### config.mk
export PLATFORM = sky130hd
export DESIGN_NAME = phy_cell_port_flat
export DESIGN_NICKNAME = d
export VERILOG_FILES = /design/src/shared/cell_pkg.sv /design/src/shared/cell_link_if.sv /design/src/verilog/word_counter.sv /design/src/verilog/phy_cell_port.sv /design/src/flat_wrapper.sv
export SDC_FILE = /design/constraint.sdc
export NUM_CORES = 1
export LEC_CHECK = 0
export ABC_AREA = 1
export BUFFER_PORTS_ARGS = -buffer_cell sky130_fd_sc_hd__buf_2
export CORE_ASPECT_RATIO = 1.5
export CORE_MARGIN = 4
export CORE_UTILIZATION = 40
export DETAILED_ROUTE_END_ITERATION = 10
export GPL_ROUTABILITY_DRIVEN = 0
export SETUP_SLACK_MARGIN = 0.05
export SLEW_MARGIN = 20
export SYNTH_ARGS = -nofsm -noshare
export SYNTH_HDL_FRONTEND = slang
export SYNTH_SLANG_ARGS = --single-unit
### constraint.sdc
create_clock -name ref_clk -period 4.25 [get_ports ref_clk]
set_clock_uncertainty 0.1 [all_clocks]
set_input_delay 0.85 -clock ref_clk [delete_from_list [all_inputs] [get_ports ref_clk]]
set_output_delay 0.85 -clock ref_clk [all_outputs]
set_load 0.05 [all_outputs]
### src/shared/cell_pkg.sv
`default_nettype none

package cell_pkg;

  // ----------------------------------------------------------------------
  // Widths
  // ----------------------------------------------------------------------
  localparam int LINK_W = 8;
  localparam int WORD_W = 16;
  localparam int ADR_W = 5;
  localparam int POS_W = 6;

  // ----------------------------------------------------------------------
  // Cell geometry
  // ----------------------------------------------------------------------
  // User-side word count runs 0x00 to 0x1B, 27 words of 16 bits.
  localparam logic [ADR_W-1:0] LAST_WORD = 5'h1B;
  // Link byte index of the final byte, 53-byte and 54-byte cells.
  localparam logic [POS_W-1:0] LAST_BYTE_53 = 6'h34;
  localparam logic [POS_W-1:0] LAST_BYTE_54 = 6'h35;
  // User-side byte position of the final byte of the 54-byte cell.
  localparam logic [POS_W-1:0] USER_LAST = 6'h35;
  // Fifth header byte, and the extra sixth byte copied from it.
  localparam logic [POS_W-1:0] HEC_POS = 6'h04;
  localparam logic [POS_W-1:0] UDF2_POS = 6'h05;
  // Reset values.
  localparam logic [LINK_W-1:0] BYTE_RST = 8'h00;
  localparam logic [WORD_W-1:0] WORD_RST = 16'h0000;
  localparam logic [POS_W-1:0] POS_RST = 6'h00;

  // Link index of the final byte for the selected cell length.
  function automatic logic [POS_W-1:0] last_byte(input logic cell_54);
    last_byte = cell_54 ? LAST_BYTE_54 : LAST_BYTE_53;
  endfunction : last_byte

endpackage : cell_pkg

`default_nettype wire

### src/shared/cell_link_if.sv
`default_nettype none

// --------------------------------------------------------------------------
// Eight-bit point-to-point cell link, one lane each way
// --------------------------------------------------------------------------
interface cell_link_if;
  logic ingress_space_flag;
  logic ingress_select_n;
  logic ingress_cell_start;
  logic [cell_pkg::LINK_W-1:0] ingress_byte_in;
  logic egress_cell_ready_flag;
  logic egress_select_n;
  logic egress_cell_start;
  logic [cell_pkg::LINK_W-1:0] egress_byte_out;

  // Physical-layer port end.
  modport phy (
    output ingress_space_flag,
    input ingress_select_n,
    input ingress_cell_start,
    input ingress_byte_in,
    output egress_cell_ready_flag,
    input egress_select_n,
    output egress_cell_start,
    output egress_byte_out
  );

  // Link-layer master end.
  modport link (
    input ingress_space_flag,
    output ingress_select_n,
    output ingress_cell_start,
    output ingress_byte_in,
    input egress_cell_ready_flag,
    output egress_select_n,
    input egress_cell_start,
    input egress_byte_out
  );
endinterface : cell_link_if

`default_nettype wire

### src/verilog/word_counter.sv
`default_nettype none

// --------------------------------------------------------------------------
// Wrapping word counter for the user-side word address
// --------------------------------------------------------------------------
module word_counter #(
  parameter int W = cell_pkg::ADR_W,
  parameter logic [W-1:0] LAST = cell_pkg::LAST_WORD
) (
  // Clock and reset.
  input wire logic ref_clk,
  input wire logic rst_n,
  // Control.
  input wire logic step,
  input wire logic clear,
  // Count.
  output logic [W-1:0] count
);

  logic [W-1:0] count_reg;

  // Clear wins over a step, so an aborted cell always restarts at zero.
  // The count rests on LAST for one cycle to mark a whole cell, then returns
  // to zero by itself, so the next cell's first word is numbered zero.
  always_ff @(posedge ref_clk)
  begin
    if (!rst_n || clear)
    begin
      count_reg <= '0;
    end
    else if (count_reg == LAST)
    begin
      count_reg <= '0;
    end
    else if (step)
    begin
      count_reg <= count_reg + 1'b1;
    end
  end

  assign count = count_reg;

endmodule : word_counter

`default_nettype wire

### src/verilog/phy_cell_port.sv
`default_nettype none

// Overview of operation
// - Low length bit: 53 link bytes, UDF2 added/dropped
// - One 8-bit lane each way, one master
// - Space flag follows user write-ready
// - Master starts no cell while space flag low
// - Master selects ingress by driving select low
// - Cell start may come with selection
// - After start, accept 53 or 54 bytes
// - Master may deselect ingress after final byte
// - Selected stall between cells keeps state
// - Back-to-back ingress cells are accepted
// - Cell-ready flag follows user read-ready
// - Master waits while cell-ready flag low
// - Master selects egress by driving select low
// - Egress cell start marks first byte
// - Egress cell bytes go out without pause
// - Master may deselect egress after final byte
// - Still selected and cell waiting: back-to-back
// - Nothing waiting: stay idle while selected
// - Reset clears and holds every register
// - 53-byte ingress copies fifth byte as sixth
// - Word count 00 to 1B, then zero
module phy_cell_port (
  // Clock and reset.
  input wire logic ref_clk,
  input wire logic rst_n,
  // Link to the master.
  cell_link_if.phy link,
  // Cell length: low for 53-byte link cells, high for 54.
  input wire logic cell_54,
  // User write side.
  input wire logic write_ready,
  output logic w_phy_act,
  output logic w_enable,
  output logic [cell_pkg::ADR_W-1:0] w_adr,
  output logic [cell_pkg::WORD_W-1:0] w_data,
  // User read side.
  input wire logic egress_cell_waiting,
  output logic r_buf_en,
  output logic [cell_pkg::ADR_W-1:0] r_adr,
  input wire logic [cell_pkg::WORD_W-1:0] r_data
);

  // ------------------------------------------------------------------------
  // Ingress: link bytes into user words
  // ------------------------------------------------------------------------
  logic tx_busy_reg;
  logic [cell_pkg::POS_W-1:0] tx_pos_reg;
  logic [cell_pkg::LINK_W-1:0] tx_hi_reg;
  logic w_enable_reg;
  logic [cell_pkg::WORD_W-1:0] w_data_reg;
  logic w_phy_act_reg;
  logic tx_sel;
  logic tx_start;
  logic tx_take;
  logic tx_dup;
  logic tx_emit;
  logic [cell_pkg::POS_W-1:0] tx_pos;

  // The space flag is a straight copy of the user's write-ready.
  assign link.ingress_space_flag = write_ready;

  // A byte is taken only while selected; bytes seen while deselected are
  // ignored, so a master that pauses mid-cell loses nothing.
  always_comb
  begin
    tx_sel = !link.ingress_select_n;
    tx_start = tx_sel && link.ingress_cell_start;
    tx_take = tx_start || (tx_sel && tx_busy_reg);
    tx_pos = tx_start ? cell_pkg::POS_RST : tx_pos_reg;
    tx_dup = !cell_54 && (tx_pos == cell_pkg::HEC_POS);
    tx_emit = tx_take && (tx_pos[0] || tx_dup);
  end

  // Cell in progress; ends after the final user byte position.
  always_ff @(posedge ref_clk)
  begin
    if (!rst_n)
    begin
      tx_busy_reg <= 1'b0;
    end
    else if (tx_take)
    begin
      tx_busy_reg <= (tx_pos != cell_pkg::USER_LAST);
    end
  end

  // User byte position; the copied fifth byte skips one position.
  always_ff @(posedge ref_clk)
  begin
    if (!rst_n)
    begin
      tx_pos_reg <= cell_pkg::POS_RST;
    end
    else if (tx_take)
    begin
      tx_pos_reg <= tx_dup ? tx_pos + 6'h02 : tx_pos + 6'h01;
    end
  end

  // High byte of the word under assembly.
  always_ff @(posedge ref_clk)
  begin
    if (!rst_n)
    begin
      tx_hi_reg <= cell_pkg::BYTE_RST;
    end
    else if (tx_take && !tx_pos[0])
    begin
      tx_hi_reg <= link.ingress_byte_in;
    end
  end

  // One-cycle word strobe with its data, high byte first.
  always_ff @(posedge ref_clk)
  begin
    if (!rst_n)
    begin
      w_enable_reg <= 1'b0;
      w_data_reg <= cell_pkg::WORD_RST;
    end
    else
    begin
      w_enable_reg <= tx_emit;
      if (tx_emit)
      begin
        w_data_reg <= tx_pos[0] ? {tx_hi_reg, link.ingress_byte_in}
                                : {link.ingress_byte_in, link.ingress_byte_in};
      end
    end
  end

  // Port-active follows selection one cycle late, and drops on any deselected cycle, stalls between cells included.
  always_ff @(posedge ref_clk)
  begin
    if (!rst_n)
    begin
      w_phy_act_reg <= 1'b0;
    end
    else
    begin
      w_phy_act_reg <= tx_sel;
    end
  end

  // Address steps after each strobe; a new start inside a cell resets it,
  // which tells the user to drop the partial cell.
  word_counter #(
    .W(cell_pkg::ADR_W),
    .LAST(cell_pkg::LAST_WORD)
  ) u_w_count (
    .ref_clk(ref_clk),
    .rst_n(rst_n),
    .step(w_enable_reg),
    .clear(tx_start && tx_busy_reg),
    .count(w_adr)
  );

  assign w_enable = w_enable_reg;
  assign w_data = w_data_reg;
  assign w_phy_act = w_phy_act_reg;

  // ------------------------------------------------------------------------
  // Egress: user words out as link bytes
  // ------------------------------------------------------------------------
  logic rx_busy_reg;
  logic [cell_pkg::POS_W-1:0] rx_idx_reg;
  logic rd_valid_reg;
  logic [cell_pkg::LINK_W-1:0] rx_lo_reg;
  logic [cell_pkg::LINK_W-1:0] rx_byte_reg;
  logic rx_start_reg;
  logic rx_last;
  logic rx_launch;
  logic rx_next_hi;
  logic [cell_pkg::POS_W-1:0] rx_next;
  logic [cell_pkg::POS_W-1:0] rx_next_user;

  assign link.egress_cell_ready_flag = egress_cell_waiting;

  // A word is requested one cycle ahead of the cycle that loads its high
  // byte; in 53-byte mode the third and fourth requests run back to back
  // because the sixth user byte is never sent.
  always_comb
  begin
    rx_last = rx_busy_reg && (rx_idx_reg == cell_pkg::last_byte(cell_54));
    rx_launch = !link.egress_select_n && egress_cell_waiting
                && (!rx_busy_reg || rx_last);
    rx_next = rx_idx_reg + 6'h01;
    rx_next_user = (!cell_54 && rx_next >= cell_pkg::UDF2_POS) ? rx_next + 6'h01
                                                               : rx_next;
    rx_next_hi = !rx_next_user[0];
    r_buf_en = rx_launch || (rx_busy_reg && !rx_last && rx_next_hi);
  end

  // Busy from launch to the final byte; once started nothing stops it.
  always_ff @(posedge ref_clk)
  begin
    if (!rst_n)
    begin
      rx_busy_reg <= 1'b0;
      rx_idx_reg <= cell_pkg::POS_RST;
    end
    else if (rx_launch)
    begin
      rx_busy_reg <= 1'b1;
      rx_idx_reg <= cell_pkg::POS_RST;
    end
    else if (rx_busy_reg)
    begin
      rx_busy_reg <= !rx_last;
      rx_idx_reg <= rx_next;
    end
  end

  // Requested word is on the user data pins one cycle after the request.
  always_ff @(posedge ref_clk)
  begin
    if (!rst_n)
    begin
      rd_valid_reg <= 1'b0;
      rx_lo_reg <= cell_pkg::BYTE_RST;
    end
    else
    begin
      rd_valid_reg <= r_buf_en;
      if (rd_valid_reg)
      begin
        rx_lo_reg <= r_data[7:0];
      end
    end
  end

  // Link byte and start mark change only on the rising edge.
  always_ff @(posedge ref_clk)
  begin
    if (!rst_n)
    begin
      rx_byte_reg <= cell_pkg::BYTE_RST;
      rx_start_reg <= 1'b0;
    end
    else
    begin
      rx_start_reg <= rx_busy_reg && (rx_idx_reg == cell_pkg::POS_RST);
      if (rx_busy_reg)
      begin
        rx_byte_reg <= rd_valid_reg ? r_data[15:8] : rx_lo_reg;
      end
    end
  end

  // Read address steps with each request and returns to zero after 0x1B.
  word_counter #(
    .W(cell_pkg::ADR_W),
    .LAST(cell_pkg::LAST_WORD)
  ) u_r_count (
    .ref_clk(ref_clk),
    .rst_n(rst_n),
    .step(r_buf_en),
    .clear(1'b0),
    .count(r_adr)
  );

  assign link.egress_byte_out = rx_byte_reg;
  assign link.egress_cell_start = rx_start_reg;

endmodule : phy_cell_port

`default_nettype wire

### src/flat_wrapper.sv
// flat-port wrapper written by rule: the top's interface ports become plain ports
module phy_cell_port_flat 
  (ref_clk, rst_n, cell_54, write_ready, w_phy_act, w_enable, w_adr, w_data, egress_cell_waiting, r_buf_en, r_adr, r_data, link_ingress_space_flag, link_ingress_select_n, link_ingress_cell_start, link_ingress_byte_in, link_egress_cell_ready_flag, link_egress_select_n, link_egress_cell_start, link_egress_byte_out);
  cell_link_if link_i ();
  input wire logic ref_clk;
  input wire logic rst_n;
  input wire logic cell_54;
  input wire logic write_ready;
  output logic w_phy_act;
  output logic w_enable;
  output logic [cell_pkg::ADR_W-1:0] w_adr;
  output logic [cell_pkg::WORD_W-1:0] w_data;
  input wire logic egress_cell_waiting;
  output logic r_buf_en;
  output logic [cell_pkg::ADR_W-1:0] r_adr;
  input wire logic [cell_pkg::WORD_W-1:0] r_data;
  output wire logic [$bits(link_i.ingress_space_flag)-1:0] link_ingress_space_flag;
  input wire logic [$bits(link_i.ingress_select_n)-1:0] link_ingress_select_n;
  input wire logic [$bits(link_i.ingress_cell_start)-1:0] link_ingress_cell_start;
  input wire logic [$bits(link_i.ingress_byte_in)-1:0] link_ingress_byte_in;
  output wire logic [$bits(link_i.egress_cell_ready_flag)-1:0] link_egress_cell_ready_flag;
  input wire logic [$bits(link_i.egress_select_n)-1:0] link_egress_select_n;
  output wire logic [$bits(link_i.egress_cell_start)-1:0] link_egress_cell_start;
  output wire logic [$bits(link_i.egress_byte_out)-1:0] link_egress_byte_out;
  assign link_ingress_space_flag = link_i.ingress_space_flag;
  assign link_i.ingress_select_n = link_ingress_select_n;
  assign link_i.ingress_cell_start = link_ingress_cell_start;
  assign link_i.ingress_byte_in = link_ingress_byte_in;
  assign link_egress_cell_ready_flag = link_i.egress_cell_ready_flag;
  assign link_i.egress_select_n = link_egress_select_n;
  assign link_egress_cell_start = link_i.egress_cell_start;
  assign link_egress_byte_out = link_i.egress_byte_out;
  phy_cell_port u_core (.ref_clk(ref_clk), .rst_n(rst_n), .link(link_i), .cell_54(cell_54), .write_ready(write_ready), .w_phy_act(w_phy_act), .w_enable(w_enable), .w_adr(w_adr), .w_data(w_data), .egress_cell_waiting(egress_cell_waiting), .r_buf_en(r_buf_en), .r_adr(r_adr), .r_data(r_data));
endmodule
* Word-level counts from Yosys, hierarchy flattened
Index checks and enable logic that the tools add are counted.
W data, S select, Z words.
** Storage, ports and cells
- Flip-flop bits (word level) :: 68
- Input port bits :: 32
- Output and inout port bits :: 40
- Logic and storage cells :: 65
** Operators by class
- Add/subtract/negate cells :: 6
- $lt $le $gt $ge :: 1
- Equality and inequality tests :: 5
- Mux-type cells :: 8
- Bitwise logic cells :: 1
- Reductions and logical operators :: 30
** Operators by type and width (count)
- $mux W16 :: 1
- $logic_and A1 B1 Y1 :: 13
- $add A6 B1 Y6 const B :: 2
- $mux W6 :: 2
- $add A5 B1 Y5 const B :: 2
- $eq A5 B5 Y1 const B :: 2
- $logic_not A1 Y1 :: 8
- $mux W8 :: 1
- $add A6 B2 Y6 const B :: 1
- $eq A6 B3 Y1 const B :: 1
- $eq A6 B6 Y1 :: 1
- $ge A6 B3 Y1 const B :: 1
- $logic_not A6 Y1 :: 1
- $ne A6 B6 Y1 const B :: 1
- $reduce_or A2 Y1 :: 3
- $logic_or A1 B1 Y1 :: 5
- $mux W1 :: 4
- $add A1 B1 Y1 const B :: 1
- $not A1 Y1 :: 1

* Logic depth before layout (Yosys ltp)
Gate-level depths: netlist (run 1).
- Depth after elaboration :: 7
- Depth in mapped cells :: 15
- Gate-level depth less buffers :: 13

* Hierarchy
A second synthesis (run 1) with hierarchy kept.
** Second synthesis, totals
- Cell total of the unflattened synthesis :: 415
- Area total of the unflattened synthesis :: 3098.0 µm²
** By module, submodules not included
- phy_cell_port :: times used 1, cells an instance 349, area an instance 2625.0 µm², sequential area each 1161.1 µm²
- word_counter :: times used 2, cells an instance 33, area an instance 236.5 µm², sequential area each 100.1 µm²

* Worst setup path before layout (run 1)
No wires, ideal clock.
- Path type :: input-to-reg
- Start point :: in link_ingress_cell_start
- End point :: reg u_core.w_data_reg (netlist bit u_core.w_data[12])
- Setup time :: 117 ps
- Arrival :: 2711 ps
- Data required time :: 4033 ps
- Slack :: 1322 ps
- Cell stages on the path :: 15
- Cell sequence :: inv_1 nor2_2 inv_2 nand2_1 buf_2 ha_1 inv_1 nor3_1 nand3_1 ha_1 nor2_4 buf_2 nand3_1 o211ai_1 inv_1
** Between the ends
- Word-level cells in the longest chain between the ends :: 6
- Elaborated cells on any way between the ends :: 8
- Classes of those cells :: eq/ne (1); mux (2); reduce/logical (5)
** RTL lines
- from (decl) :: RTL line flat_wrapper.sv:19 : input wire logic [$bits(link_i.ingress_cell_start)-1:0] link_ingress_cell_start;
- $logic_and A1 B1 Y1 (*) :: RTL line phy_cell_port.sv:70 : tx_start = tx_sel && link.ingress_cell_start;
- $mux W6 :: RTL line phy_cell_port.sv:72 : tx_pos = tx_start ? cell_pkg::POS_RST : tx_pos_reg;
- $eq A6 B3 Y1 :: RTL line phy_cell_port.sv:73 : tx_dup = !cell_54 && (tx_pos == cell_pkg::HEC_POS);
- $logic_and A1 B1 Y1 :: RTL line phy_cell_port.sv:73
- $logic_or A1 B1 Y1 :: RTL line phy_cell_port.sv:74 : tx_emit = tx_take && (tx_pos[0] || tx_dup);
- $logic_and A1 B1 Y1 :: RTL line phy_cell_port.sv:74
- to (signal assigned) :: RTL line phy_cell_port.sv:122 : w_data_reg <= cell_pkg::WORD_RST;
- to (signal assigned) :: RTL line phy_cell_port.sv:129 : w_data_reg <= tx_pos[0] ? {tx_hi_reg, link.ingress_byte_in}
- to (decl) :: RTL line phy_cell_port.sv:53 : logic [cell_pkg::WORD_W-1:0] w_data_reg;
Every way passes the cells marked *; elsewhere a longest branch is shown, timed or not.
A chain may end at the register's enable or synchronous reset.

* Worst setup path in the final report (run 1)
- Start point :: in link_ingress_select_n
- End point :: reg u_core.w_data_reg (netlist bit u_core.w_data[1])
** Between the ends
- Word-level cells in the longest chain between the ends :: 7
- Elaborated cells on any way between the ends :: 9
- Classes of those cells :: eq/ne (1); mux (1); reduce/logical (7)
** RTL lines
- from (decl) :: RTL line flat_wrapper.sv:18 : input wire logic [$bits(link_i.ingress_select_n)-1:0] link_ingress_select_n;
- $logic_not A1 Y1 (*) :: RTL line phy_cell_port.sv:69 : tx_sel = !link.ingress_select_n;
- $logic_and A1 B1 Y1 :: RTL line phy_cell_port.sv:70
- $mux W6 :: RTL line phy_cell_port.sv:72
- $eq A6 B3 Y1 :: RTL line phy_cell_port.sv:73
- $logic_and A1 B1 Y1 :: RTL line phy_cell_port.sv:73
- $logic_or A1 B1 Y1 :: RTL line phy_cell_port.sv:74
- $logic_and A1 B1 Y1 (*) :: RTL line phy_cell_port.sv:74
Marks and branches as above.

==> summary.txt, run 1 <==
======================================================================================
Fin nets                                                                           517
Number of warning messages in the yosys log                                          0
Power after layout                                                             1630 uW
P_sw                                                                            422 uW
Via count of the first global-routing pass                                        2722
Sequential fraction of design power                                              42.1%
P&R area growth vs syn                                                           23.3%
Fraction of final layout cells with drive strength greater than 1                22.2%
WL met1                                                                        2980 um
RSZ-0062 raised after global routing                                                no
Row cnt                                                                             39
Setup TNS                                                                         0 ns
Number of remaining DRC errors                                                       0
Pin count of the biggest net entering global routing                                40
Number of post-CTS setup repair buffers                                              0
Type of the setup path with the least slack                                     in2reg
Overall via count from detail_route                                               2790
Worst Path Required                                                            4.37 ns
Total internal power                                                           1210 uW
Register area                                                               1360 sq um
Number of storage elements in the synthesis netlist                                 68
Die Height                                                                      116 um
Most used flip-flop cell after synthesis                                  sky130_fd_sc_hd__dfxtp_1
Pins Over Slew Limit                                                                 0
Synth Instances                                                                    410
TritonCTS Sinks                                                                     68
Number of violations of the max-capacitance limit                                    0
Maximum level of the CTS H-tree                                                      3
Syn Std Cell Area                                                           3090 sq um
Die Wd                                                                         79.7 um
Clock buffer depth                                                                   2
Result of the run                                                         complete, no violations
Sequential cell area fraction in the yosys report                                44.1%
Final core utilization                                                           50.3%
Static leakage                                                              0.00182 uW
CTS resizes                                                                          0
Placeable core region                                                       7560 sq um
Critical Path Sink Type                                                       register
Placed Instance Area                                                        3500 sq um
EDFF count, synth                                                                    0
Full die area                                                               9210 sq um
Post-synth net total                                                               451
Gate power share                                                                 12.2%
Global routing usage summed across all routing layers                            16.7%
HPWL Detailed                                                                  5140 um
Average cell area after synthesis                                           7.53 sq um
Signal arrival time at the worst endpoint                                      3.38 ns
Share of synthesized registers carrying an async set or reset                       0%
Worst vdd rail ir drop                                                        0.303 mV
Total CTS buffers                                                                    9
Worst-case headroom to the max-slew limit                                        38.4%
Input/output buffers                                                                69
Initial Utilization                                                              40.8%
Clk slew on worst S/H paths                                                    0.05 ns
Vias per Instance                                                                 4.79
Max Fclk                                                                     0.307 GHz
Final hold vios                                                                      0
Sw Share                                                                         25.9%
Number of distinct standard cells referenced by the synthesized netlist             36
Post-DR wirelength/cell                                                        12.0 um
Type of the tightest min-delay check                                           reg2reg
Slew at the pin with the worst max-slew slack                                 0.913 ns
Final WL                                                                       7010 um
Detail Route Antenna Nets                                                            0
Number of buffers added to fix hold violations after cts                             0
Num ports                                                                           72
Smallest hold slack                                                           0.371 ns
Minimum clock period                                                           3.26 ns
Clock root buffer master                                                  sky130_fd_sc_hd__clkbuf_16
Footprint of the multi-input gates                                          1460 sq um
Global route overflow                                                                0
Largest driver fanout on the critical path                                          25
Final antenna diode count                                                            0
Routed length on met3                                                           275 um
Number of failing setup endpoints in the final timing report                         0
Wire length on met2                                                            3610 um
Filler Cells Inserted                                                              769
Clock latency of the later-clocked register in the worst-skew pair             0.33 ns
Ratio of total power to cell area                                          428 nW/um^2
Clk pwr share                                                                    45.7%
First-pass GRT wire length                                                    12000 um
Kind of launch point of the worst setup path                                input port
Largest register FFs                                                                16
Number of antenna violations at the first check in global routing                    0
Violation count after the first detailed-routing iteration                          93
Period utilisation layout                                                        76.7%
Final standard cell area without fillers                                    3800 sq um
Max layer used                                                                    met4
Drt first pass iters                                                                 4
TritonCTS clock tree                                                              done
======================================================================================
==> synthesized netlist by cell type (3+ instances only) <==
cell / instances / share of area, %
sky130_fd_sc_hd__inv_1: 44 / 5.4
sky130_fd_sc_hd__nor3_1: 4 / 0.65
sky130_fd_sc_hd__clkbuf_1: 9 / 1.1
sky130_fd_sc_hd__a21oi_1: 25 / 4.1
sky130_fd_sc_hd__ha_1: 9 / 3.6
sky130_fd_sc_hd__nor2_2: 3 / 0.61
sky130_fd_sc_hd__inv_2: 5 / 0.61
sky130_fd_sc_hd__o211ai_1: 18 / 4.4
sky130_fd_sc_hd__nor2_1: 59 / 7.2
sky130_fd_sc_hd__nand3_1: 36 / 5.8
sky130_fd_sc_hd__o21ai_0: 18 / 2.9
sky130_fd_sc_hd__xor2_1: 6 / 1.7
sky130_fd_sc_hd__nand4_1: 4 / 0.81
sky130_fd_sc_hd__nand2_2: 3 / 0.61
sky130_fd_sc_hd__nand2_1: 72 / 8.8
sky130_fd_sc_hd__buf_2: 4 / 0.65
sky130_fd_sc_hd__dfxtp_1: 68 / 44
sky130_fd_sc_hd__xnor2_1: 3 / 0.85
==> metal layers <==
| metal | track usage [%] | up-vias |
|---|---|---|
| li1 | - | 1463 |
| met1 | 18.2 | 1267 |
| met2 | 29.3 | 48 |
| met3 | 5.21 | 12 |
| met4 | 7.45 | 0 |
| met5 | 0 | - |
==> critical path, cell delays in order <==
cell                      delay [ns]
sky130_fd_sc_hd__buf_2          0.12
sky130_fd_sc_hd__nor2_2         0.21
sky130_fd_sc_hd__inv_2          0.09
sky130_fd_sc_hd__nand2_1        0.34
sky130_fd_sc_hd__ha_1           0.22
sky130_fd_sc_hd__inv_1          0.04
sky130_fd_sc_hd__nor3_1         0.21
sky130_fd_sc_hd__nand3_1        0.22
sky130_fd_sc_hd__ha_1           0.28
sky130_fd_sc_hd__nor2_4         0.43
sky130_fd_sc_hd__inv_2          0.17
sky130_fd_sc_hd__nor2_1         0.13
sky130_fd_sc_hd__nor2_1         0.06
==> metrics by stage <==
stage | setup WS (ns) | std cells
2_1_floorplan | 1.32 | 410
3_3_place_gp | 0.745 | 567
3_5_place_dp | 0.674 | 567
4_1_cts | 1.02 | 583
5_1_grt | 0.713 | 583
6_report | 0.992 | 583
==> power by group through the flow <==
stage | Combinational [uW] | Clock, uW | Sequential, uW
2_1_floorplan | 98.2 | 0 | 747
3_3_place_gp | 200 | 0 | 699
3_5_place_dp | 201 | 0 | 698
4_1_cts | 202 | 767 | 686
5_1_grt | 220 | 797 | 689
6_report | 199 | 744 | 685
==> worst paths after layout <==
check	startpoint	to	slack [ns]	depth (start not counted)
setup / recovery	link_ingress_select_n	u_core.w_data[1]	0.99	13
hold / removal	u_core.link.egress_byte_out[5]	u_core.link.egress_byte_out[5]	0.37	2
setup reg to reg	u_core.tx_pos_reg[0]	u_core.w_data[1]	1.64	10
hold reg to reg	u_core.link.egress_byte_out[5]	u_core.link.egress_byte_out[5]	0.37	2
==> final cells by class <==
class,count,share of cell area (%)
clock buffer,12,6.74
clock inverter,4,1.25
inverter,50,4.93
multi-input combinational,276,38.5
sequential,68,35.8
tap,102,3.35
timing repair buffer,71,9.47
==> kinds of logic (layout without fill, tap and decap cells) <==
logic type	Yosys count	count (layout)	synth area share (%)
fa+ha+maj	9	9	3.65
compound gates	67	67	13.1
flops	68	68	44.1
mux	1	1	0.324
xor+xnor	9	9	2.55
simple gates	190	190	27.8
buf+inv	66	137	8.43
==> cell usage in the layout (no fill, tap or decap), drive strengths merged <==
| master | Yosys | layout |
|---|---|---|
| nand3 | 38 | 38 |
| nor2 | 63 | 63 |
| nor3b | 1 | 1 |
| xnor2 | 3 | 3 |
| bufinv | 0 | 1 |
| ha | 9 | 9 |
| mux2i | 1 | 1 |
| clkinvlp | 0 | 1 |
| o211ai | 18 | 18 |
| clkbuf | 9 | 12 |
| nand4 | 4 | 4 |
| o21ai | 19 | 19 |
| or2 | 1 | 1 |
| dfxtp | 68 | 68 |
| inv | 49 | 49 |
| o311ai | 1 | 1 |
| nand2 | 76 | 76 |
| a21oi | 28 | 28 |
| nor4 | 1 | 1 |
| buf | 7 | 71 |
| xor2 | 6 | 6 |
| nor3 | 5 | 5 |
| clkinv | 1 | 3 |
| nand3b | 1 | 1 |
| o31ai | 1 | 1 |
No activity file was read; power rests on OpenSTA's default activity.
==> run 2: changes to the inputs <==
==> constraint.sdc (replaced) <==
create_clock -name ref_clk -period 2.7 [get_ports ref_clk]
set_clock_uncertainty 0.1 [all_clocks]
set_input_delay 0.54 -clock ref_clk [delete_from_list [all_inputs] [get_ports ref_clk]]
set_output_delay 0.54 -clock ref_clk [all_outputs]
set_load 0.05 [all_outputs]
==> run 2 against run 1 <==
Effect of this change:
- final area rose by 3.2%
- register-to-register slack lost 1.2 ns
- sequential power rose by 58%
- largest power group unchanged
- via count is 2.9% higher
- power increased by 63%
- hold slack lost 0.061 ns
- clock power rose by 68%
==> summary.txt, run 2 (same netlist as run 1, synthesis figures left out) <==
=================================================================================
Critical Path Sink Type                                                output pin   was register
Violation count after the first detailed-routing iteration                    125   was 93
Max Fclk                                                                0.395 GHz
Die Wd                                                                    79.7 um   unchanged
First-pass GRT wire length                                               12300 um   was 12000 um
Worst vdd rail ir drop                                                   0.466 mV   was 0.303 mV
Die Height                                                                 116 um   unchanged
Full die area                                                          9210 sq um   unchanged
Worst Path Required                                                       2.06 ns   was 4.37 ns
Drt first pass iters                                                            4   unchanged
HPWL Detailed                                                             5180 um   was 5140 um
RSZ-0062 raised after global routing                                           no   unchanged
Number of failing setup endpoints in the final timing report                    0   unchanged
Post-DR wirelength/cell                                                   11.9 um   was 12.0 um
Number of buffers added to fix hold violations after cts                        0   unchanged
CP max stage delay                                                        0.38 ns   was 0.43 ns
Total CTS buffers                                                               9   unchanged
Fin nets                                                                      528   was 517
Final WL                                                                  7090 um   was 7010 um
Worst-case headroom to the max-slew limit                                   39.1%   was 38.4%
Number of violations of the max-capacitance limit                               0   unchanged
Number of antenna violations at the first check in global routing               0   unchanged
Slew at the pin with the worst max-slew slack                            0.903 ns   was 0.913 ns
Number of remaining DRC errors                                                  0   unchanged
Overall via count from detail_route                                          2870   was 2790
Most frequent cell on the critical path                              sky130_fd_sc_hd__inv_1
Largest driver fanout on the critical path                                      7   was 25
Via count of the first global-routing pass                                   2849   was 2722
Detail Route Antenna Nets                                                       0   unchanged
Largest register FFs                                                           16   unchanged
Fraction of final layout cells with drive strength greater than 1           24.4%   was 22.2%
Cell breakdown of the critical path                                  inv_1 > ha_1 > inv_1 > nand2_1 > inv_1 > nor2_1 > nor2_1 > nand3_2 > nand2_2 > nand3_4 > nand2_4 > buf_8   was buf_2 > nor2_2 > inv_2 > nand2_1 > ha_1 > inv_1 > nor3_1 > nand3_1 > ha_1 > nor2_4 > inv_2 > nor2_1 > nor2_1
P&R area growth vs syn                                                      27.3%   was 23.3%
Static leakage                                                         0.00188 uW   was 0.00182 uW
Initial Utilization                                                         40.8%   unchanged
Placeable core region                                                  7560 sq um   unchanged
Final hold vios                                                                 0   unchanged
Ratio of total power to cell area                                     678 nW/um^2   was 428 nW/um^2
Signal arrival time at the worst endpoint                                 1.89 ns   was 3.38 ns
Input/output buffers                                                           69   unchanged
Num ports                                                                      72   unchanged
TritonCTS clock tree                                                         done   unchanged
Type of the setup path with the least slack                               reg2out   was in2reg
Final core utilization                                                      51.9%   was 50.3%
Type of the tightest min-delay check                                       in2reg   was reg2reg
Clock buffer depth                                                              2   unchanged
Row cnt                                                                        39   unchanged
Crit path max-delay cell type                                        sky130_fd_sc_hd__dfxtp_4   was sky130_fd_sc_hd__nor2_4
Vias per Instance                                                            4.83   was 4.79
Result of the run                                                    complete, no violations   unchanged
Global route overflow                                                           0   unchanged
Minimum clock period                                                      2.53 ns
Smallest hold slack                                                      0.311 ns   was 0.371 ns
Commonest non-fill, non-tap cell in the layout                       sky130_fd_sc_hd__nand2_1   unchanged
Period utilisation layout                                                   93.7%
Clk slew on worst S/H paths                                               0.05 ns   about the same
Clock latency of the later-clocked register in the worst-skew pair        0.32 ns   was 0.33 ns
Pin count of the biggest net entering global routing                           39   was 40
TritonCTS Sinks                                                                68   unchanged
Most frequent cells in the layout                                    72 x sky130_fd_sc_hd__nand2_1, 68 x sky130_fd_sc_hd__buf_2, 66 x sky130_fd_sc_hd__dfxtp_1, 59 x sky130_fd_sc_hd__nor2_1, 44 x sky130_fd_sc_hd__inv_1   was 72 x sky130_fd_sc_hd__nand2_1, 69 x sky130_fd_sc_hd__buf_2, 68 x sky130_fd_sc_hd__dfxtp_1, 59 x sky130_fd_sc_hd__nor2_1, 44 x sky130_fd_sc_hd__inv_1
Setup TNS                                                                    0 ns   unchanged
Kind of launch point of the worst setup path                             register   was input port
Clock root buffer master                                             sky130_fd_sc_hd__clkbuf_16   unchanged
Maximum level of the CTS H-tree                                                 3   unchanged
Global routing usage summed across all routing layers                       16.8%   was 16.7%
Final antenna diode count                                                       0   unchanged
Pins Over Slew Limit                                                            0   unchanged
=================================================================================
## run 2: routing by layer
metal  global-route usage (%)  wire length [um]  vias to the layer above
li1                         -                 -                     1480
met1                     17.5              2930                     1308
met2                     30.3              3670                       66
met3                     4.59               297                       16
met4                     8.94               189                        0
met5                        0                 0                        -
## run 2: what timing repair did
action	CTS	global route
resized for setup	4	2
buffers inserted	0	3
pin swaps	0	3
setup endpoints to repair	1	1
## run 2: path summary, 6_finish.rpt
path	from	endpoint	slack, ns	cells after the start
min	link_ingress_select_n	u_core.w_phy_act	0.31	2
min reg2reg	u_core.tx_pos_reg[5]	u_core.tx_pos_reg[5]	0.37	2
max reg2reg	u_core.tx_pos_reg[1]	u_core.w_data[5]	0.49	12
max	u_core.rx_idx_reg[0]	r_buf_en	0.17	12
## run 2: critical path: cells and delay by family, from the launching register on
family | cells | cell delay (ns)
adder cells (fa/ha/maj) | 1 | 0.19
buffers and inverters | 4 | 0.35
flip-flops | 1 | 0.38
AND/OR/NAND/NOR | 7 | 0.65
## run 2: layout make-up
class	count	area, sq um
clock buffers	11	243
clock inverters	5	85.1
fillers	761	3640
inverters	50	188
multi-input cells	276	1460
flip-flops and latches	68	1370
well taps	102	128
repair buffers	82	453
## run 2: per-stage QoR
step                      worst slack, ns  total power, uW  instance area (sq um)  cells
after detailed placement          -0.0516             1420                   3560    575
final                               0.169             2660                   3930    594
after global routing               0.0606             2790                   3930    594
after global placement             0.0524             1420                   3560    575
after floorplan                    0.0824             1330                   3090    410
after CTS                          0.0808             2690                   3900    591
## run 2: where the power goes
group | switching, uW | internal, uW
clock | 419 | 836
combinational | 228 | 99.8
sequential | 27.7 | 1050
total | 674 | 1990
==> run 3: changes to the inputs <==
--- a/config.mk
+++ b/config.mk
@@ -5,7 +5,6 @@
 export SDC_FILE = /design/constraint.sdc
 export NUM_CORES = 1
 export LEC_CHECK = 0
-export ABC_AREA = 1
 export BUFFER_PORTS_ARGS = -buffer_cell sky130_fd_sc_hd__buf_2
 export CORE_ASPECT_RATIO = 1.5
 export CORE_MARGIN = 4
==> run 3 against run 2 <==
Effect of this change:
- sequential power barely moved
- setup slack got worse by 0.029 ns
- routed wire length rose by 4.3%
- cell count fell by 8.9%
- non-clock buffer count rose by 6
- power fell by 12%
- clock power fell by 24%
- flip-flop and latch count did not move
- clock-buffer cell count did not move
- largest cell class unchanged
==> summary.txt, run 3 <==
======================================================================================
Result of the run                                                         complete, no violations   unchanged
Top post-synthesis cells by count                                         68 x sky130_fd_sc_hd__dfxtp_1, 63 x sky130_fd_sc_hd__nand2_1, 43 x sky130_fd_sc_hd__a21oi_1, 43 x sky130_fd_sc_hd__nor2_1, 11 x sky130_fd_sc_hd__clkbuf_1   was 72 x sky130_fd_sc_hd__nand2_1, 68 x sky130_fd_sc_hd__dfxtp_1, 59 x sky130_fd_sc_hd__nor2_1
Hold Path Stages                                                                     3   was 2
Fin nets                                                                           478   was 528
Type of the setup path with the least slack                                    reg2out   unchanged
Pin count of the biggest net entering global routing                                27   was 39
Cell family with most CP delay                                            compound AO/OA/AOI/OAI gates   was simple AND/OR/NAND/NOR gates
Fin worst setup slack                                                         0.140 ns   was 0.169 ns
Period utilisation layout                                                        94.8%   was 93.7%
Fraction of final layout cells with drive strength greater than 1                28.3%   was 24.4%
Power after layout                                                             2340 uW   was 2660 uW
Kind of launch point of the worst setup path                                  register   unchanged
HPWL Detailed                                                                  5380 um   was 5180 um
P_sw                                                                            625 uW   was 674 uW
Most common cell in the netlist                                           sky130_fd_sc_hd__dfxtp_1   was sky130_fd_sc_hd__nand2_1
Global routing usage summed across all routing layers                            16.8%   about the same
Sequential cell area fraction in the yosys report                                44.4%   was 44.1%
Global route overflow                                                                0   unchanged
Syn Std Cell Area                                                           3070 sq um   was 3090 sq um
Total internal power                                                           1720 uW   was 1990 uW
RSZ-0062 raised after global routing                                                no   unchanged
Most used flip-flop cell after synthesis                                  sky130_fd_sc_hd__dfxtp_1   unchanged
Average cell area after synthesis                                           8.52 sq um   was 7.53 sq um
Input/output buffers                                                                69   unchanged
Slew at the pin with the worst max-slew slack                                 0.725 ns   was 0.903 ns
Row cnt                                                                             38   was 39
Ratio of total power to cell area                                          607 nW/um^2   was 678 nW/um^2
Largest driver fanout on the critical path                                           6   was 7
Minimum clock period                                                           2.56 ns   was 2.53 ns
Logic depth of the worst register-to-register path                                   9   was 12
Worst reg2reg endpoint                                                    u_core.w_data[0]   was u_core.w_data[5]
Max Fclk                                                                     0.391 GHz   was 0.395 GHz
First-pass GRT wire length                                                    11900 um   was 12300 um
Overall via count from detail_route                                               2758   was 2870
Post-synthesis cell type with the largest combined area                   sky130_fd_sc_hd__dfxtp_1   unchanged
Clock latency of the later-clocked register in the worst-skew pair             0.35 ns   was 0.32 ns
Die Wd                                                                         79.5 um   was 79.7 um
Post-DR wirelength/cell                                                        13.7 um   was 11.9 um
Crit path buffers/inverters                                                          2   was 4
Signal arrival time at the worst endpoint                                      1.92 ns   was 1.89 ns
Violation count after the first detailed-routing iteration                         146   was 125
Setup Slack @ Placement                                                     -0.0246 ns   was -0.0516 ns
Commonest non-fill, non-tap cell in the layout                            sky130_fd_sc_hd__buf_2   was sky130_fd_sc_hd__nand2_1
Placeable core region                                                       7370 sq um   was 7560 sq um
Worst-case headroom to the max-slew limit                                        51.6%   was 39.1%
TritonCTS clock tree                                                              done   unchanged
Maximum level of the CTS H-tree                                                      3   unchanged
Full die area                                                               9160 sq um   was 9210 sq um
EDFF count, synth                                                                    0   unchanged
Clk pwr share                                                                    40.3%   was 47.1%
Number of antenna violations at the first check in global routing                    0   unchanged
Number of violations of the max-capacitance limit                                    0   unchanged
Initial Utilization                                                              41.6%   was 40.8%
Share of synthesized registers carrying an async set or reset                       0%   unchanged
Setup TNS                                                                         0 ns   unchanged
Die Height                                                                      115 um   was 116 um
Capture point of the worst path                                               r_buf_en   unchanged
Crit path max-delay cell type                                             sky130_fd_sc_hd__a2111oi_4   was sky130_fd_sc_hd__dfxtp_4
Total CTS buffers                                                                    9   unchanged
Number of warning messages in the yosys log                                          0   unchanged
Cell breakdown of the critical path                                       buf_4 > a21boi_1 > o31ai_4 > a2111oi_4 > nor3_4 > buf_6   was inv_1 > ha_1 > inv_1 > nand2_1 > inv_1 > nor2_1 > nor2_1 > nand3_2 > nand2_2 > nand3_4 > nand2_4 > buf_8
Cells taking the most area after synthesis                                sky130_fd_sc_hd__dfxtp_1 44%, sky130_fd_sc_hd__nand2_1 7.7%, sky130_fd_sc_hd__a21oi_1 7.0%, sky130_fd_sc_hd__nor2_1 5.3%, sky130_fd_sc_hd__ha_1 3.7%   was sky130_fd_sc_hd__dfxtp_1 44%, sky130_fd_sc_hd__nand2_1 8.8%, sky130_fd_sc_hd__nor2_1 7.2%, sky130_fd_sc_hd__nand3_1 5.8%, sky130_fd_sc_hd__inv_1 5.4%
RR Startpoint                                                             u_core.tx_pos_reg[1]   unchanged
Synth Instances                                                                    360   was 410
Smallest hold slack                                                           0.325 ns   was 0.311 ns
Type of the tightest min-delay check                                            in2reg   unchanged
Static leakage                                                              0.00159 uW   was 0.00188 uW
Sequential fraction of design power                                              45.8%   was 40.5%
Sw Share                                                                         26.7%   was 25.3%
Top-area cell type share of the netlist area                                     44.4%   was 44.1%
Final WL                                                                       7400 um   was 7090 um
Largest register FFs                                                                16   unchanged
Detail Route Antenna Nets                                                            0   unchanged
Drt first pass iters                                                                 8   was 4
Critical Path Sink Type                                                     output pin   unchanged
Worst reg-to-reg setup slack                                                   0.53 ns   was 0.49 ns
Final hold vios                                                                      0   unchanged
Number of storage elements in the synthesis netlist                                 68   unchanged
Clock root buffer master                                                  sky130_fd_sc_hd__clkbuf_8   was sky130_fd_sc_hd__clkbuf_16
Worst Path Required                                                            2.06 ns   about the same
Number of remaining DRC errors                                                       0   unchanged
Pins Over Slew Limit                                                                 0   unchanged
CP max stage delay                                                             0.42 ns   was 0.38 ns
Final antenna diode count                                                            0   unchanged
Clk slew on worst S/H paths                                                    0.07 ns   was 0.05 ns
Via count of the first global-routing pass                                        2609   was 2849
Most frequent cells in the layout                                         68 x sky130_fd_sc_hd__buf_2, 64 x sky130_fd_sc_hd__dfxtp_1, 63 x sky130_fd_sc_hd__nand2_1, 43 x sky130_fd_sc_hd__a21oi_1, 42 x sky130_fd_sc_hd__nor2_1   was 72 x sky130_fd_sc_hd__nand2_1, 68 x sky130_fd_sc_hd__buf_2, 66 x sky130_fd_sc_hd__dfxtp_1, 59 x sky130_fd_sc_hd__nor2_1, 44 x sky130_fd_sc_hd__inv_1
Num ports                                                                           72   unchanged
Post-synth net total                                                               401   was 451
Number of distinct standard cells referenced by the synthesized netlist             51   was 36
Gate power share                                                                 13.9%   was 12.3%
Worst vdd rail ir drop                                                        0.403 mV   was 0.466 mV
Crit path depth                                                                      6   was 12
TritonCTS Sinks                                                                     68   unchanged
Worst Setup SP                                                            u_core.rx_idx_reg[1]   was u_core.rx_idx_reg[0]
Number of failing setup endpoints in the final timing report                         0   unchanged
P&R area growth vs syn                                                           25.7%   was 27.3%
Clock buffer depth                                                                   2   unchanged
Vias per Instance                                                                 5.10   was 4.83
======================================================================================
run 3: tightest hold or removal path: cells and delay by family:
kind	cells	cell delay, ns
AO/OA/AOI/OAI	1	0.05
buffers and inverters	1	0.07
AND/OR/NAND/NOR	1	0.07
run 3: cell families (layout without fill, tap and decap cells):
group                      count (synthesis)  after routing  share of synthesized area [%]
AOI/OAI and AO/OA                         86             86                           18.8
xor gates and xnor gates                  14             14                           4.00
adders and majority gates                  9              9                           3.67
buffers and inverters                     32            113                           5.26
DFF                                       68             68                           44.4
muxes                                      4              4                           1.31
and+or+nand+nor                          147            147                           22.6
run 3: power groups by stage:
| stage | Combinational [uW] | Sequential, uW | Clock (uW) |
|---|---|---|---|
| 6_report | 325 | 1070 | 944 |
| 5_1_grt | 356 | 1080 | 1000 |
| 4_1_cts | 322 | 1070 | 961 |
| 3_5_place_dp | 319 | 1100 | 0 |
| 3_3_place_gp | 317 | 1090 | 0 |
| 2_1_floorplan | 152 | 1160 | 0 |
run 3: worst min-delay path by stage:
stage                         startpoint                    to  slack, ns
floorplan           u_core.tx_pos_reg[1]  u_core.tx_pos_reg[1]       0.33
global placement     u_core.tx_hi_reg[1]   u_core.tx_hi_reg[1]       0.34
detailed placement   u_core.tx_hi_reg[3]   u_core.tx_hi_reg[3]       0.35
CTS                            r_data[0]   u_core.rx_lo_reg[0]       0.31
global route                   r_data[3]   u_core.rx_lo_reg[3]       0.33
finish                         r_data[0]   u_core.rx_lo_reg[0]       0.33
run 3: area by class of cell:
| cell class | instances | area, sq um |
|---|---|---|
| Multi-Input combinational cell | 260 | 1590 |
| Clock buffer | 11 | 151 |
| Timing Repair Buffer | 88 | 507 |
| Clock inverter | 4 | 72.6 |
| Inverter | 10 | 37.5 |
| Tap cell | 100 | 125 |
| Sequential cell | 68 | 1370 |
| Fill cell | 712 | 3510 |
run 3: routing by layer:
metal	up-vias	wire length [um]	track usage, %
li1	1404	-	-
met2	60	3850	29.3
met3	10	342	4.47
met1	1284	3060	18.4
met4	0	144	8.49
met5	-	0	0
run 3: what timing repair did:
action                                  CTS  global route
pin swaps                                 2             3
hold buffers                              0             0
endpoints found under the setup margin    1             1
resized for setup                         5            11
setup buffers                             1             3
run 3: per-stage QoR:
| step | cell area, sq um | instances | utilization [%] |
|---|---|---|---|
| final | 3850 | 541 | 52.3 |
| after global routing | 3850 | 541 | 52.3 |
| after CTS | 3780 | 538 | 51.3 |
| after detailed placement | 3540 | 522 | 48.0 |
| after global placement | 3540 | 522 | 48.0 |
| after floorplan | 3070 | 360 | - |
